<file path="src/inc/gpio_function_config_pkg.sv">
package gpio_function_config_pkg;

  // ------------------------------------------------------------
  // register map (printed offsets are indexes, byte address = 4x)
  // ------------------------------------------------------------
  localparam logic [15:0] PIN_CONFIG_A_INDEX = 16'h000E;
  localparam logic [15:0] PIN_CONFIG_B_INDEX = 16'h000F;
  localparam logic [15:0] PIN_CONFIG_C_INDEX = 16'h0010;
  localparam logic [15:0] PIN_CONFIG_D_INDEX = 16'h0011;
  localparam logic [15:0] CURRENT_RESULT_UPPER_INDEX = 16'h0020;
  localparam logic [15:0] CURRENT_RESULT_LOWER_INDEX = 16'h0021;
  localparam logic [15:0] EVENT_STATUS_INDEX = 16'h0022;
  localparam logic [15:0] EVENT_MASK_INDEX = 16'h0023;
  localparam logic [15:0] CONTROL_INDEX = 16'h0024;
  localparam logic [15:0] PIN_INPUT_INDEX = 16'h0025;
  localparam logic [15:0] SPI_DATA_INDEX = 16'h0026;
  localparam logic [1:0] BYTE_ADDR_SHIFT = 2'h2;

  // ------------------------------------------------------------
  // field positions and reset values
  // ------------------------------------------------------------
  localparam int HI_FIELD_LSB = 3;
  localparam int LO_FIELD_LSB = 0;
  localparam int FAULT_IN_ENABLE_BIT = 7;
  localparam int SPI_MASTER_ENABLE_BIT = 6;
  localparam int CONV_DONE_ENABLE_BIT = 6;
  localparam int BALANCE_ENABLE_BIT = 0;
  localparam logic [7:0] CONFIG_RESET = 8'h00;
  localparam logic [7:0] CONFIG_A_WMASK = 8'hFF;
  localparam logic [7:0] CONFIG_B_WMASK = 8'h7F;
  localparam logic [7:0] CONFIG_CD_WMASK = 8'h3F;
  localparam int EVT_CONV_DONE = 0;
  localparam int EVT_FAULT_IN = 1;
  localparam int EVT_SPI_DONE = 2;
  localparam int NUM_EVENTS = 3;
  localparam int NUM_PINS = 8;
  localparam logic [7:0] SPI_HALF_PERIOD = 8'h04;
  localparam logic [3:0] SPI_BITS = 4'h8;

  // ------------------------------------------------------------
  // pin function codes
  // ------------------------------------------------------------
  typedef enum logic [2:0] {
    FN_HIGH_Z = 3'h0,
    FN_ANALOG_TEMP = 3'h1,
    FN_ANALOG_ONLY = 3'h2,
    FN_DIGITAL_IN = 3'h3,
    FN_DRIVE_HIGH = 3'h4,
    FN_DRIVE_LOW = 3'h5,
    FN_ANALOG_PULLUP = 3'h6,
    FN_ANALOG_PULLDOWN = 3'h7
  } pin_function_type;

  // per-pin controls handed to the pad
  typedef struct packed {
    logic out;
    logic oe_n;
    logic pull_up;
    logic pull_down;
    logic analog_en;
    logic temp_cmp_en;
    logic digital_in_en;
  } pad_ctrl_type;

  typedef struct packed {
    logic [15:0] paddr;
    logic psel;
    logic penable;
    logic pwrite;
    logic [31:0] pwdata;
  } apb_req_type;

endpackage : gpio_function_config_pkg

</file>
<file path="src/pin_function_decode.sv">
`timescale 1ns/100ps
`default_nettype none
module pin_function_decode (
  // configuration
  input wire logic [2:0] function_i,
  // pad controls
  output gpio_function_config_pkg::pad_ctrl_type pad_o
);
  gpio_function_config_pkg::pin_function_type fn;

  always_comb begin
    fn = gpio_function_config_pkg::pin_function_type'(function_i);
    pad_o = '0;
    pad_o.oe_n = 1'b1;
    case (fn)
      gpio_function_config_pkg::FN_HIGH_Z: begin
        pad_o.oe_n = 1'b1;
      end
      gpio_function_config_pkg::FN_ANALOG_TEMP: begin
        pad_o.analog_en = 1'b1;
        pad_o.temp_cmp_en = 1'b1;
      end
      gpio_function_config_pkg::FN_ANALOG_ONLY: begin
        pad_o.analog_en = 1'b1;
      end
      gpio_function_config_pkg::FN_DIGITAL_IN: begin
        pad_o.digital_in_en = 1'b1;
      end
      gpio_function_config_pkg::FN_DRIVE_HIGH: begin
        pad_o.out = 1'b1;
        pad_o.oe_n = 1'b0;
      end
      gpio_function_config_pkg::FN_DRIVE_LOW: begin
        pad_o.oe_n = 1'b0;
      end
      gpio_function_config_pkg::FN_ANALOG_PULLUP: begin
        pad_o.analog_en = 1'b1;
        pad_o.pull_up = 1'b1;
      end
      gpio_function_config_pkg::FN_ANALOG_PULLDOWN: begin
        pad_o.analog_en = 1'b1;
        pad_o.pull_down = 1'b1;
      end
      default: begin
        pad_o.oe_n = 1'b1;
      end
    endcase
  end
endmodule : pin_function_decode
`default_nettype wire

</file>
<file path="src/pin_sync.sv">
`timescale 1ns/100ps
`default_nettype none
module pin_sync (
  // clock and reset
  input wire logic clk_i,
  input wire logic rst_i,
  // levels
  input wire logic [7:0] async_i,
  output logic [7:0] sync_o
);
  typedef struct packed {
    logic [7:0] first;
    logic [7:0] second;
  } sync_state_type;

  sync_state_type state_reg;
  sync_state_type state_next;

  always_comb begin
    state_next.first = async_i;
    state_next.second = state_reg.first;
  end

  always_ff @(posedge clk_i) begin
    if (rst_i) begin
      state_reg <= '0;
    end else begin
      state_reg <= state_next;
    end
  end

  assign sync_o = state_reg.second;
endmodule : pin_sync
`default_nettype wire

</file>
<file path="src/gpio_function_config.sv">
// Register access over APB is this design's own decision.
`timescale 1ns/100ps
`default_nettype none
module gpio_function_config (
  // clock and reset
  input wire logic SYS_CLK_I,
  input wire logic RST_I,
  // apb slave
  input wire logic [15:0] PADDR_I,
  input wire logic PSEL_I,
  input wire logic PENABLE_I,
  input wire logic PWRITE_I,
  input wire logic [31:0] PWDATA_I,
  output logic [31:0] PRDATA_O,
  output logic PREADY_O,
  output logic PSLVERR_O,
  // current sense
  input wire logic CONV_DONE_I,
  input wire logic [15:0] CURRENT_RESULT_I,
  input wire logic BALANCE_DRIVE_I,
  // pins
  input wire logic [7:0] PIN_IN_I,
  output logic [7:0] PIN_OUT_O,
  output logic [7:0] PIN_OE_N_O,
  output logic [7:0] PIN_PULL_UP_O,
  output logic [7:0] PIN_PULL_DOWN_O,
  output logic [7:0] PIN_ANALOG_EN_O,
  output logic [7:0] PIN_TEMP_CMP_EN_O,
  output logic [7:0] PIN_DIGITAL_IN_EN_O,
  // alarm and interrupt
  output logic ALARM_OUTPUT_N_O,
  output logic IRQ_O
);
  typedef enum logic [1:0] {SPI_IDLE, SPI_LOW, SPI_HIGH} spi_state_type;

  typedef struct packed {
    logic [7:0] cfg_a;
    logic [7:0] cfg_b;
    logic [7:0] cfg_c;
    logic [7:0] cfg_d;
    logic [7:0] control;
    logic [2:0] status;
    logic [2:0] mask;
    logic conv_done_n;
    logic conv_prev;
    logic [15:0] current_result;
    spi_state_type spi_state;
    logic [7:0] spi_timer;
    logic [3:0] spi_count;
    logic [7:0] spi_shift;
    logic spi_sclk;
    logic spi_cs_n;
    logic [31:0] prdata;
    logic pready;
    logic pslverr;
    gpio_function_config_pkg::pad_ctrl_type [7:0] pads;
    logic alarm_n;
    logic irq;
  } state_type;

  state_type state_reg;
  state_type state_next;
  logic [7:0] pin_sync;
  logic [23:0] fields;
  gpio_function_config_pkg::pad_ctrl_type [7:0] decoded;
  logic [15:0] index;
  logic access;
  logic wr;
  logic rd;

  pin_sync pin_sync_inst (
    .clk_i(SYS_CLK_I),
    .rst_i(RST_I),
    .async_i(PIN_IN_I),
    .sync_o(pin_sync)
  );

  // ------------------------------------------------------------
  // per-pin decode
  // ------------------------------------------------------------
  // field layout
  assign fields = {state_reg.cfg_d[5:0], state_reg.cfg_c[5:0], state_reg.cfg_b[5:0],
                   state_reg.cfg_a[5:0]};

  genvar g;
  generate
    for (g = 0; g < gpio_function_config_pkg::NUM_PINS; g++) begin : g_pin
      pin_function_decode decode_inst (
        .function_i(fields[3*g +: 3]),
        .pad_o(decoded[g])
      );
    end
  endgenerate

  assign index = PADDR_I >> gpio_function_config_pkg::BYTE_ADDR_SHIFT;
  // no-wait-state answer: access phase completes in its first cycle, pready registered high from setup
  assign access = PSEL_I && PENABLE_I && state_reg.pready;
  assign wr = access && PWRITE_I;
  assign rd = access && !PWRITE_I;

  // ------------------------------------------------------------
  // next state
  // ------------------------------------------------------------
  always_comb begin
    logic [2:0] events;
    logic conv_edge;
    logic spi_on;
    logic mapped;
    logic [31:0] rdata;
    events = '0;
    conv_edge = 1'b0;
    spi_on = 1'b0;
    mapped = 1'b1;
    rdata = '0;
    state_next = state_reg;

    state_next.pready = PSEL_I && !PENABLE_I;
    state_next.pslverr = 1'b0;
    state_next.current_result = CURRENT_RESULT_I;

    // register read data and unmapped detection
    case (index)
      gpio_function_config_pkg::PIN_CONFIG_A_INDEX: rdata = {24'h00_0000, state_reg.cfg_a};
      gpio_function_config_pkg::PIN_CONFIG_B_INDEX: rdata = {24'h00_0000, state_reg.cfg_b};
      gpio_function_config_pkg::PIN_CONFIG_C_INDEX: rdata = {24'h00_0000, state_reg.cfg_c};
      gpio_function_config_pkg::PIN_CONFIG_D_INDEX: rdata = {24'h00_0000, state_reg.cfg_d};
      gpio_function_config_pkg::CURRENT_RESULT_UPPER_INDEX: begin
        rdata = {24'h00_0000, state_reg.current_result[15:8]};
      end
      gpio_function_config_pkg::CURRENT_RESULT_LOWER_INDEX: begin
        rdata = {24'h00_0000, state_reg.current_result[7:0]};
      end
      gpio_function_config_pkg::EVENT_STATUS_INDEX: rdata = {29'h0000_0000, state_reg.status};
      gpio_function_config_pkg::EVENT_MASK_INDEX: rdata = {29'h0000_0000, state_reg.mask};
      gpio_function_config_pkg::CONTROL_INDEX: rdata = {24'h00_0000, state_reg.control};
      gpio_function_config_pkg::PIN_INPUT_INDEX: rdata = {24'h00_0000, pin_sync};
      gpio_function_config_pkg::SPI_DATA_INDEX: rdata = {24'h00_0000, state_reg.spi_shift};
      default: mapped = 1'b0;
    endcase
    // latched in setup so the answer stands beside pready
    if (PSEL_I && !PENABLE_I) begin
      state_next.prdata = PWRITE_I ? 32'h0000_0000 : rdata;
      state_next.pslverr = !mapped;
    end

    if (wr) begin
      case (index)
        gpio_function_config_pkg::PIN_CONFIG_A_INDEX: begin
          state_next.cfg_a = PWDATA_I[7:0] & gpio_function_config_pkg::CONFIG_A_WMASK;
        end
        gpio_function_config_pkg::PIN_CONFIG_B_INDEX: begin
          state_next.cfg_b = PWDATA_I[7:0] & gpio_function_config_pkg::CONFIG_B_WMASK;
        end
        gpio_function_config_pkg::PIN_CONFIG_C_INDEX: begin
          state_next.cfg_c = PWDATA_I[7:0] & gpio_function_config_pkg::CONFIG_CD_WMASK;
        end
        gpio_function_config_pkg::PIN_CONFIG_D_INDEX: begin
          state_next.cfg_d = PWDATA_I[7:0] & gpio_function_config_pkg::CONFIG_CD_WMASK;
        end
        gpio_function_config_pkg::EVENT_MASK_INDEX: state_next.mask = PWDATA_I[2:0];
        gpio_function_config_pkg::CONTROL_INDEX: state_next.control = PWDATA_I[7:0];
        gpio_function_config_pkg::SPI_DATA_INDEX: begin
          if (state_reg.spi_state == SPI_IDLE) begin
            state_next.spi_shift = PWDATA_I[7:0];
            state_next.spi_count = gpio_function_config_pkg::SPI_BITS;
          end
        end
        default: state_next.prdata = state_next.prdata;
      endcase
    end

    // ----------------------------------------------------------
    // conversion-done strobe on pin 1
    // ----------------------------------------------------------
    conv_edge = CONV_DONE_I && !state_reg.conv_prev;
    state_next.conv_prev = CONV_DONE_I;
    if (state_reg.cfg_b[gpio_function_config_pkg::CONV_DONE_ENABLE_BIT] && conv_edge) begin
      state_next.conv_done_n = 1'b0;
    end else if (rd && index == gpio_function_config_pkg::CURRENT_RESULT_UPPER_INDEX) begin
      state_next.conv_done_n = 1'b1;
    end
    if (conv_edge) begin
      events[gpio_function_config_pkg::EVT_CONV_DONE] = 1'b1;
    end

    // ----------------------------------------------------------
    // spi master (mode 0, msb first)
    // ----------------------------------------------------------
    // enable
    spi_on = state_reg.cfg_a[gpio_function_config_pkg::SPI_MASTER_ENABLE_BIT];
    state_next.spi_timer = state_reg.spi_timer + 8'h01;
    case (state_reg.spi_state)
      SPI_IDLE: begin
        state_next.spi_sclk = 1'b0;
        state_next.spi_cs_n = 1'b1;
        state_next.spi_timer = '0;
        if (spi_on && state_next.spi_count != 4'h0) begin
          state_next.spi_cs_n = 1'b0;
          state_next.spi_state = SPI_LOW;
        end
      end
      SPI_LOW: begin
        if (state_reg.spi_timer == gpio_function_config_pkg::SPI_HALF_PERIOD) begin
          state_next.spi_timer = '0;
          state_next.spi_sclk = 1'b1;
          state_next.spi_state = SPI_HIGH;
        end
      end
      SPI_HIGH: begin
        if (state_reg.spi_timer == gpio_function_config_pkg::SPI_HALF_PERIOD) begin
          state_next.spi_timer = '0;
          state_next.spi_sclk = 1'b0;
          // miso on pin 5 sampled, shifted in
          state_next.spi_shift = {state_reg.spi_shift[6:0], pin_sync[4]};
          state_next.spi_count = state_reg.spi_count - 4'h1;
          state_next.spi_state = (state_reg.spi_count == 4'h1) ? SPI_IDLE : SPI_LOW;
          if (state_reg.spi_count == 4'h1) begin
            events[gpio_function_config_pkg::EVT_SPI_DONE] = 1'b1;
          end
        end
      end
      default: state_next.spi_state = SPI_IDLE;
    endcase
    // disabling aborts any transfer in flight
    if (!spi_on) begin
      state_next.spi_state = SPI_IDLE;
      state_next.spi_count = '0;
    end

    // ----------------------------------------------------------
    // pad muxing with overrides
    // ----------------------------------------------------------
    state_next.pads = decoded;
    if (state_reg.cfg_b[gpio_function_config_pkg::CONV_DONE_ENABLE_BIT]) begin
      state_next.pads[0] = '0;
      state_next.pads[0].out = state_reg.conv_done_n;
    end
    if (state_reg.control[gpio_function_config_pkg::BALANCE_ENABLE_BIT]) begin
      state_next.pads[2] = '0;
      state_next.pads[2].out = BALANCE_DRIVE_I;
    end
    // spi pins: 4 sclk, 5 miso, 6 mosi, 7 chip select
    if (spi_on) begin
      state_next.pads[3] = '0;
      state_next.pads[3].out = state_reg.spi_sclk;
      state_next.pads[4] = '0;
      state_next.pads[4].oe_n = 1'b1;
      state_next.pads[4].digital_in_en = 1'b1;
      state_next.pads[5] = '0;
      state_next.pads[5].out = state_reg.spi_shift[7];
      state_next.pads[6] = '0;
      state_next.pads[6].out = state_reg.spi_cs_n;
    end
    // fault input on pin 8 / plain pin 8
    state_next.alarm_n = 1'b1;
    if (state_reg.cfg_a[gpio_function_config_pkg::FAULT_IN_ENABLE_BIT]) begin
      state_next.pads[7] = '0;
      state_next.pads[7].oe_n = 1'b1;
      state_next.pads[7].digital_in_en = 1'b1;
      state_next.alarm_n = pin_sync[7];
      events[gpio_function_config_pkg::EVT_FAULT_IN] = !pin_sync[7];
    end

    // ----------------------------------------------------------
    // interrupts: read clears, a new event wins over the clear
    // ----------------------------------------------------------
    if (rd && index == gpio_function_config_pkg::EVENT_STATUS_INDEX) begin
      // only bits already reported are cleared, so a late event is not lost
      state_next.status = (state_reg.status & ~state_reg.prdata[2:0]) | events;
    end else begin
      state_next.status = state_reg.status | events;
    end
    state_next.irq = |(state_next.status & state_reg.mask);
  end

  always_ff @(posedge SYS_CLK_I) begin
    if (RST_I) begin
      state_reg <= '0;
      state_reg.conv_done_n <= 1'b1;
      state_reg.spi_cs_n <= 1'b1;
      state_reg.alarm_n <= 1'b1;
      state_reg.pads <= {8{7'b010_0000}};
      state_reg.spi_state <= SPI_IDLE;
    end else begin
      state_reg <= state_next;
    end
  end

  // ------------------------------------------------------------
  // outputs
  // ------------------------------------------------------------
  always_comb begin
    for (int i = 0; i < gpio_function_config_pkg::NUM_PINS; i++) begin
      PIN_OUT_O[i] = state_reg.pads[i].out;
      PIN_OE_N_O[i] = state_reg.pads[i].oe_n;
      PIN_PULL_UP_O[i] = state_reg.pads[i].pull_up;
      PIN_PULL_DOWN_O[i] = state_reg.pads[i].pull_down;
      PIN_ANALOG_EN_O[i] = state_reg.pads[i].analog_en;
      PIN_TEMP_CMP_EN_O[i] = state_reg.pads[i].temp_cmp_en;
      PIN_DIGITAL_IN_EN_O[i] = state_reg.pads[i].digital_in_en;
    end
  end

  assign PRDATA_O = state_reg.prdata;
  assign PREADY_O = state_reg.pready;
  assign PSLVERR_O = state_reg.pslverr;
  assign ALARM_OUTPUT_N_O = state_reg.alarm_n;
  assign IRQ_O = state_reg.irq;
endmodule : gpio_function_config
`default_nettype wire

</file>
<file path="config.mk">
export PLATFORM = sky130hd
export DESIGN_NAME = gpio_function_config
export DESIGN_NICKNAME = d
export VERILOG_FILES = /design/src/inc/gpio_function_config_pkg.sv /design/src/pin_function_decode.sv /design/src/pin_sync.sv /design/src/gpio_function_config.sv
export SDC_FILE = /design/constraint.sdc
export NUM_CORES = 1
export LEC_CHECK = 0
export BUFFER_PORTS_ARGS = -buffer_cell sky130_fd_sc_hd__clkbuf_2
export CORE_ASPECT_RATIO = 1.4
export CORE_UTILIZATION = 54
export DETAILED_ROUTE_END_ITERATION = 8
export HOLD_SLACK_MARGIN = 0.1
export PLACE_DENSITY_LB_ADDON = 0.05
export SLEW_MARGIN = 10
export SYNTH_ARGS = -nofsm -noshare
export SYNTH_HDL_FRONTEND = slang
export SYNTH_HIERARCHICAL = 1
export SYNTH_SLANG_ARGS = --single-unit
</file>
<file path="constraint.sdc">
create_clock -name SYS_CLK_I -period 3.1 [get_ports SYS_CLK_I]
set_input_delay 0.62 -clock SYS_CLK_I [delete_from_list [all_inputs] [get_ports SYS_CLK_I]]
set_output_delay 0.62 -clock SYS_CLK_I [all_outputs]
set_load 0.02 [all_outputs]
</file>
## Word level (Yosys, flattened, before mapping)

Index checks and enable logic that the tools add are counted.

| word-level totals | value |
|---|---|
| register bits after elaboration | 191 |
| bits in latches | 0 |
| bits in writable memories | 0 |
| memory bits (read-only) | 0 |
| input bits | 79 |
| output and inout port bits | 92 |
| memories | 0 |

| operators by class | value |
|---|---|
| $add $sub $neg | 2 |
| $mul | 0 |
| divide/modulo/power cells | 0 |
| magnitude comparators | 0 |
| equality and inequality tests | 74 |
| shift operators | 0 |
| multiplexer cells | 84 |
| bitwise logic cells | 8 |
| reduce and logical (&&, ||, !) cells | 52 |

Operators with widths:

| cell | count |
|---|---|
| $eq A14 B6 Y1 const B | 7 |
| $eq A3 B3 Y1 const B | 32 |
| $pmux W8 S11 | 1 |
| $mux W1 | 68 |
| $eq A3 B2 Y1 const B | 16 |
| $mux W12 | 4 |
| $mux W32 | 1 |
| $reduce_or A4 Y1 | 8 |
| $reduce_or A2 Y1 | 15 |
| $eq A14 B4 Y1 const B | 2 |
| $eq A14 B5 Y1 const B | 2 |
| $mux W28 | 1 |
| $eq A3 B1 Y1 const B | 8 |
| $pmux W8 S3 | 1 |
| $mux W23 | 1 |
| $mux W7 | 2 |
| $reduce_and A2 Y1 | 6 |
| $reduce_or A11 Y1 | 1 |
| $logic_and A1 B1 Y1 | 10 |
| $mux W10 | 1 |
| $add A8 B1 Y8 const B | 1 |
| $eq A8 B3 Y1 const B | 1 |
| $and A3 B3 Y3 | 2 |
| $or A3 B3 Y3 | 2 |
| other kinds (19) | 27 |

## Longest topological paths before layout

| logic depth | value |
|---|---|
| depth in word-level cells | 8 |
| gate-level depth with buffers | 8 |

## By module

Netlist, hierarchy kept.

By module, submodules not included:

| module | times used | cells an instance | area an instance (sq um) | sequential area each (sq um) |
|---|---|---|---|---|
| gpio_function_config | 1 | 713 | 6582.6 | 3022.9 |
| pin_function_decode | 8 | 9 | 63.8 | 0.0 |
| pin_sync | 1 | 33 | 464.2 | 320.3 |

## Least setup slack after synthesis

OpenSTA, ideal clock, no wires.

| timing | value |
|---|---|
| kind | in2reg |
| start point | input port PADDR_I[11] |
| end point | register state_reg[145] in the netlist's numbering |
| arrival time | 2.565 ns |
| required time | 2.972 ns |
| slack | 0.407 ns |
| stages on the path | 7 |
| path through | or4_4 > or4_1 > buf_2 > or4_1 > buf_6 > mux2i_1 > nor2_1 |

| between the ends | value |
|---|---|
| word-level cells in the longest chain between the ends | 2 |

RTL lines:

| item | line | source |
|---|---|---|
| start, declared | gpio_function_config.sv:9 | `input wire logic [15:0] PADDR_I,` |
| $eq A14 B6 Y1 | gpio_function_config.sv:147 | `case (index)` |
| $reduce_and A2 Y1 (no source line) | - |  |
| end signal, assigned | gpio_function_config.sv:285 | `state_reg <= state_next;` |
| end, declared | gpio_function_config.sv:61 | `state_type state_reg;` |

Every way passes these cells.
A chain may end at the register's enable or synchronous reset.

## Worst setup path in the final report

| timing | value |
|---|---|
| start point | input port PADDR_I[11] |
| end point | register state_reg[140] in the netlist's numbering |

The elaborated chain is that of the path after synthesis.

==> impl_metrics.json <==
{
  "synth_top_area_cell": "dfxtp_1",
  "ios": 171,
  "wl_mm": 17.0,
  "slew_violations": 0,
  "dieWidth_um": 102,
  "antenna_found_initial": 0,
  "detailed_place_hpwl_mm": 12.4,
  "port-buffer-count": 120,
  "grt_use_total": 0.247,
  "synth_warnings": 6,
  "skew_ns": 0.00962,
  "hold_violations": 0,
  "status": "completed",
  "crit_arrival_ns": 2.85,
  "irDropWorstVdd_v": 0.000367,
  "cts_tree": "yes",
  "ys_seq_area_frac": 0.442,
  "slew_headroom": 0.467,
  "place_congestion": 0.924,
  "first_global_vias": 5387,
  "hold_path.startpoint": "CURRENT_RESULT_I[5]",
  "postCtsHoldBufs": 0,
  "h-tree-depth": 4,
  "post-synth-top-count-cell": "dfxtp_1",
  "area_delta_synth_final_pct": 11.9,
  "yosysTopAreaCellShare": 0.442,
  "drc": 0,
  "use_met1": 0.292,
  "crit_required_ns": 3.40,
  "row_count": 50,
  "firstDrtPassIters": 5,
  "setup_viol": 0,
  "yosys_register_bits": 167,
  "ys_top_cells_by_count": "dfxtp_1, nor2_1, buf_4",
  "syn_avg_cell_area_um2": 9.24,
  "ant_nets": 0,
  "vias": 5600,
  "period_needed_ns": 2.55,
  "r2r_slack_ns": 0.95,
  "fin_setup_tns_ns": 0,
  "timing.rr.end": "state_reg[111]$_SDFF_PP0_",
  "timing.fmax_ghz": 0.392,
  "worstMarginPinSlew_ns": 0.797,
  "min_path_cells": 2,
  "largest_reg_flops": 59,
  "post-cts-setup-buffers": 0,
  "grt-busiest-layer": "met2",
  "grt_max_degree": 48,
  "grt_pass1_wl_mm": 27.1,
  "whs_endpoint": "state_reg[121]$_SDFF_PP0_",
  "cp_max_fo": 8,
  "root_buffer": "clkbuf_16",
  "cap_violations": 0,
  "reg2regPathDepth": 5,
  "met3_usage": 0.0486,
  "drt_iter0_markers": 309,
  "drt-vias-per-instance": 5.24,
  "hold_class": "input port to flop",
  "fin_cells": 1069,
  "final_layout_size_suffix_gt1_frac": 0.255,
  "synthTopCellsByArea": "dfxtp_1, buf_4, mux2i_1, nor2_1, and2_1",
  "cp-end-kind": "flop",
  "rsz0062_at_grt": "no",
  "final_nets": 957,
  "worstSetupPathType": "input port to flop",
  "gr-usage-met2": 0.424,
  "synth-async-reset-ratio": 0,
  "cts_resized": 0,
  "post-route-period-util": 0.824,
  "synth_area_um2": 7560,
  "clock_path_buffers": 2,
  "synth-main-ff-cell": "dfxtp_1",
  "die_area_um2": 14500,
  "worst_slack_ns": 0.546,
  "place_ws_ns": 0.122,
  "syn-instance-count": 818,
  "power.total_mw": 4.74,
  "n_antenna_cell": 0,
  "pwr_density_cell_nw_per_um2": 561,
  "die_y_um": 142,
  "wl_per_cell_um": 15.9,
  "clock-sinks": 167,
  "synth.distinct_cells": 63,
  "dp.cells": 1037,
  "initial_core_util": 0.559,
  "core_area_um2": 13500,
  "r2r-start": "state_reg[111]$_SDFF_PP0_",
  "synth-edff-count": 0,
  "cp-start-kind": "input port",
  "numCtsBuffers": 17,
  "insertion_delay_ns": 0.43,
  "leakage_nw": 3.49,
  "grt_overflow": 0,
  "clkTransAtPathRegs_ns": 0.07
}
cells by family (layout without fill, tap and decap cells):
logic type      after synthesis  after routing  synth area share
simple gates                332            332             0.251
flops                       167            167             0.442
buf+inv                     145            191             0.118
compound gates               94             94            0.0810
mux                          59             59            0.0816
xor+xnor                     15             15            0.0174
fa+ha+maj                     5              5           0.00795
other cells                   1             24          0.000496
worst max-delay path, cell delays in order:
cell and delay, ns:
clkbuf_2 0.09, or4_4 0.56, or4_1 0.56, or4_1 0.70
mux2i_1 0.27, nor2_1 0.05
layer usage:
| layer | wire length [um] | vias to the layer above |
|---|---|---|
| met5 | 0 | - |
| met4 | 480 | 0 |
| met3 | 768 | 34 |
| met2 | 8770 | 179 |
| met1 | 6960 | 2620 |
| li1 | - | 2767 |
cell type report:
| type | count | area [um2] |
|---|---|---|
| tap | 182 | 228 |
| timing repair buffer | 137 | 731 |
| clock buffer | 18 | 429 |
| fill | 1189 | 5060 |
| multi-input combinational | 529 | 3410 |
| sequential | 167 | 3340 |
| inverter | 22 | 82.6 |
| clock inverter | 14 | 235 |
power by group:
| group | internal [mW] | switching, mW | leakage [nW] |
|---|---|---|---|
| combinational | 0.0684 | 0.131 | 1.81 |
| sequential | 2.17 | 0.00672 | 1.35 |
| clock | 1.46 | 0.912 | 0.327 |
layout by cell type, fill, tap and decap left out, types with 6 or more instances in the layout:
master and count:
nor2b_1 31, nor2b_2 7, nand2b_1 6, or4_1 8, a21o_1 8, mux2_2 11
inv_2 8, buf_4 18, o21ai_0 22, and2b_2 6, nor4_1 9, a311oi_1 9
and2_1 35, nor3b_1 11, mux2i_1 47, nand2b_4 8, xnor2_1 10, nor2_1 92
conb_1 24, nor3_1 7, a211oi_1 9, and3_1 10, nand2_1 54, inv_1 13
clkbuf_16 17, a21oi_1 20, nand3_1 10, clkbuf_2 119, nor3b_2 8, dfxtp_1 167
worst max path at each step:
stage | startpoint | to | slack, ns
after CTS | PADDR_I[11] | state_reg[140]$_SDFFE_PP0P_ | 0.55
after global routing | PADDR_I[11] | state_reg[143]$_SDFFE_PP0P_ | 0.49
after global placement | PADDR_I[11] | state_reg[147]$_SDFFE_PP0P_ | 0.16
after detailed placement | PADDR_I[11] | state_reg[140]$_SDFFE_PP0P_ | 0.12
final | PADDR_I[11] | state_reg[140]$_SDFFE_PP0P_ | 0.55
after floorplan | PADDR_I[11] | state_reg[145]$_SDFFE_PP0P_ | 0.41
through the flow:
step,utilization,area [um2],hold slack (ns)
2_1_floorplan,-,7640,0.415
3_3_place_gp,0.577,7790,0.425
3_5_place_dp,0.577,7790,0.427
4_1_cts,0.626,8460,0.387
5_1_grt,0.626,8460,0.395
6_report,0.626,8460,0.396
No activity file was read; power rests on OpenSTA's default activity.
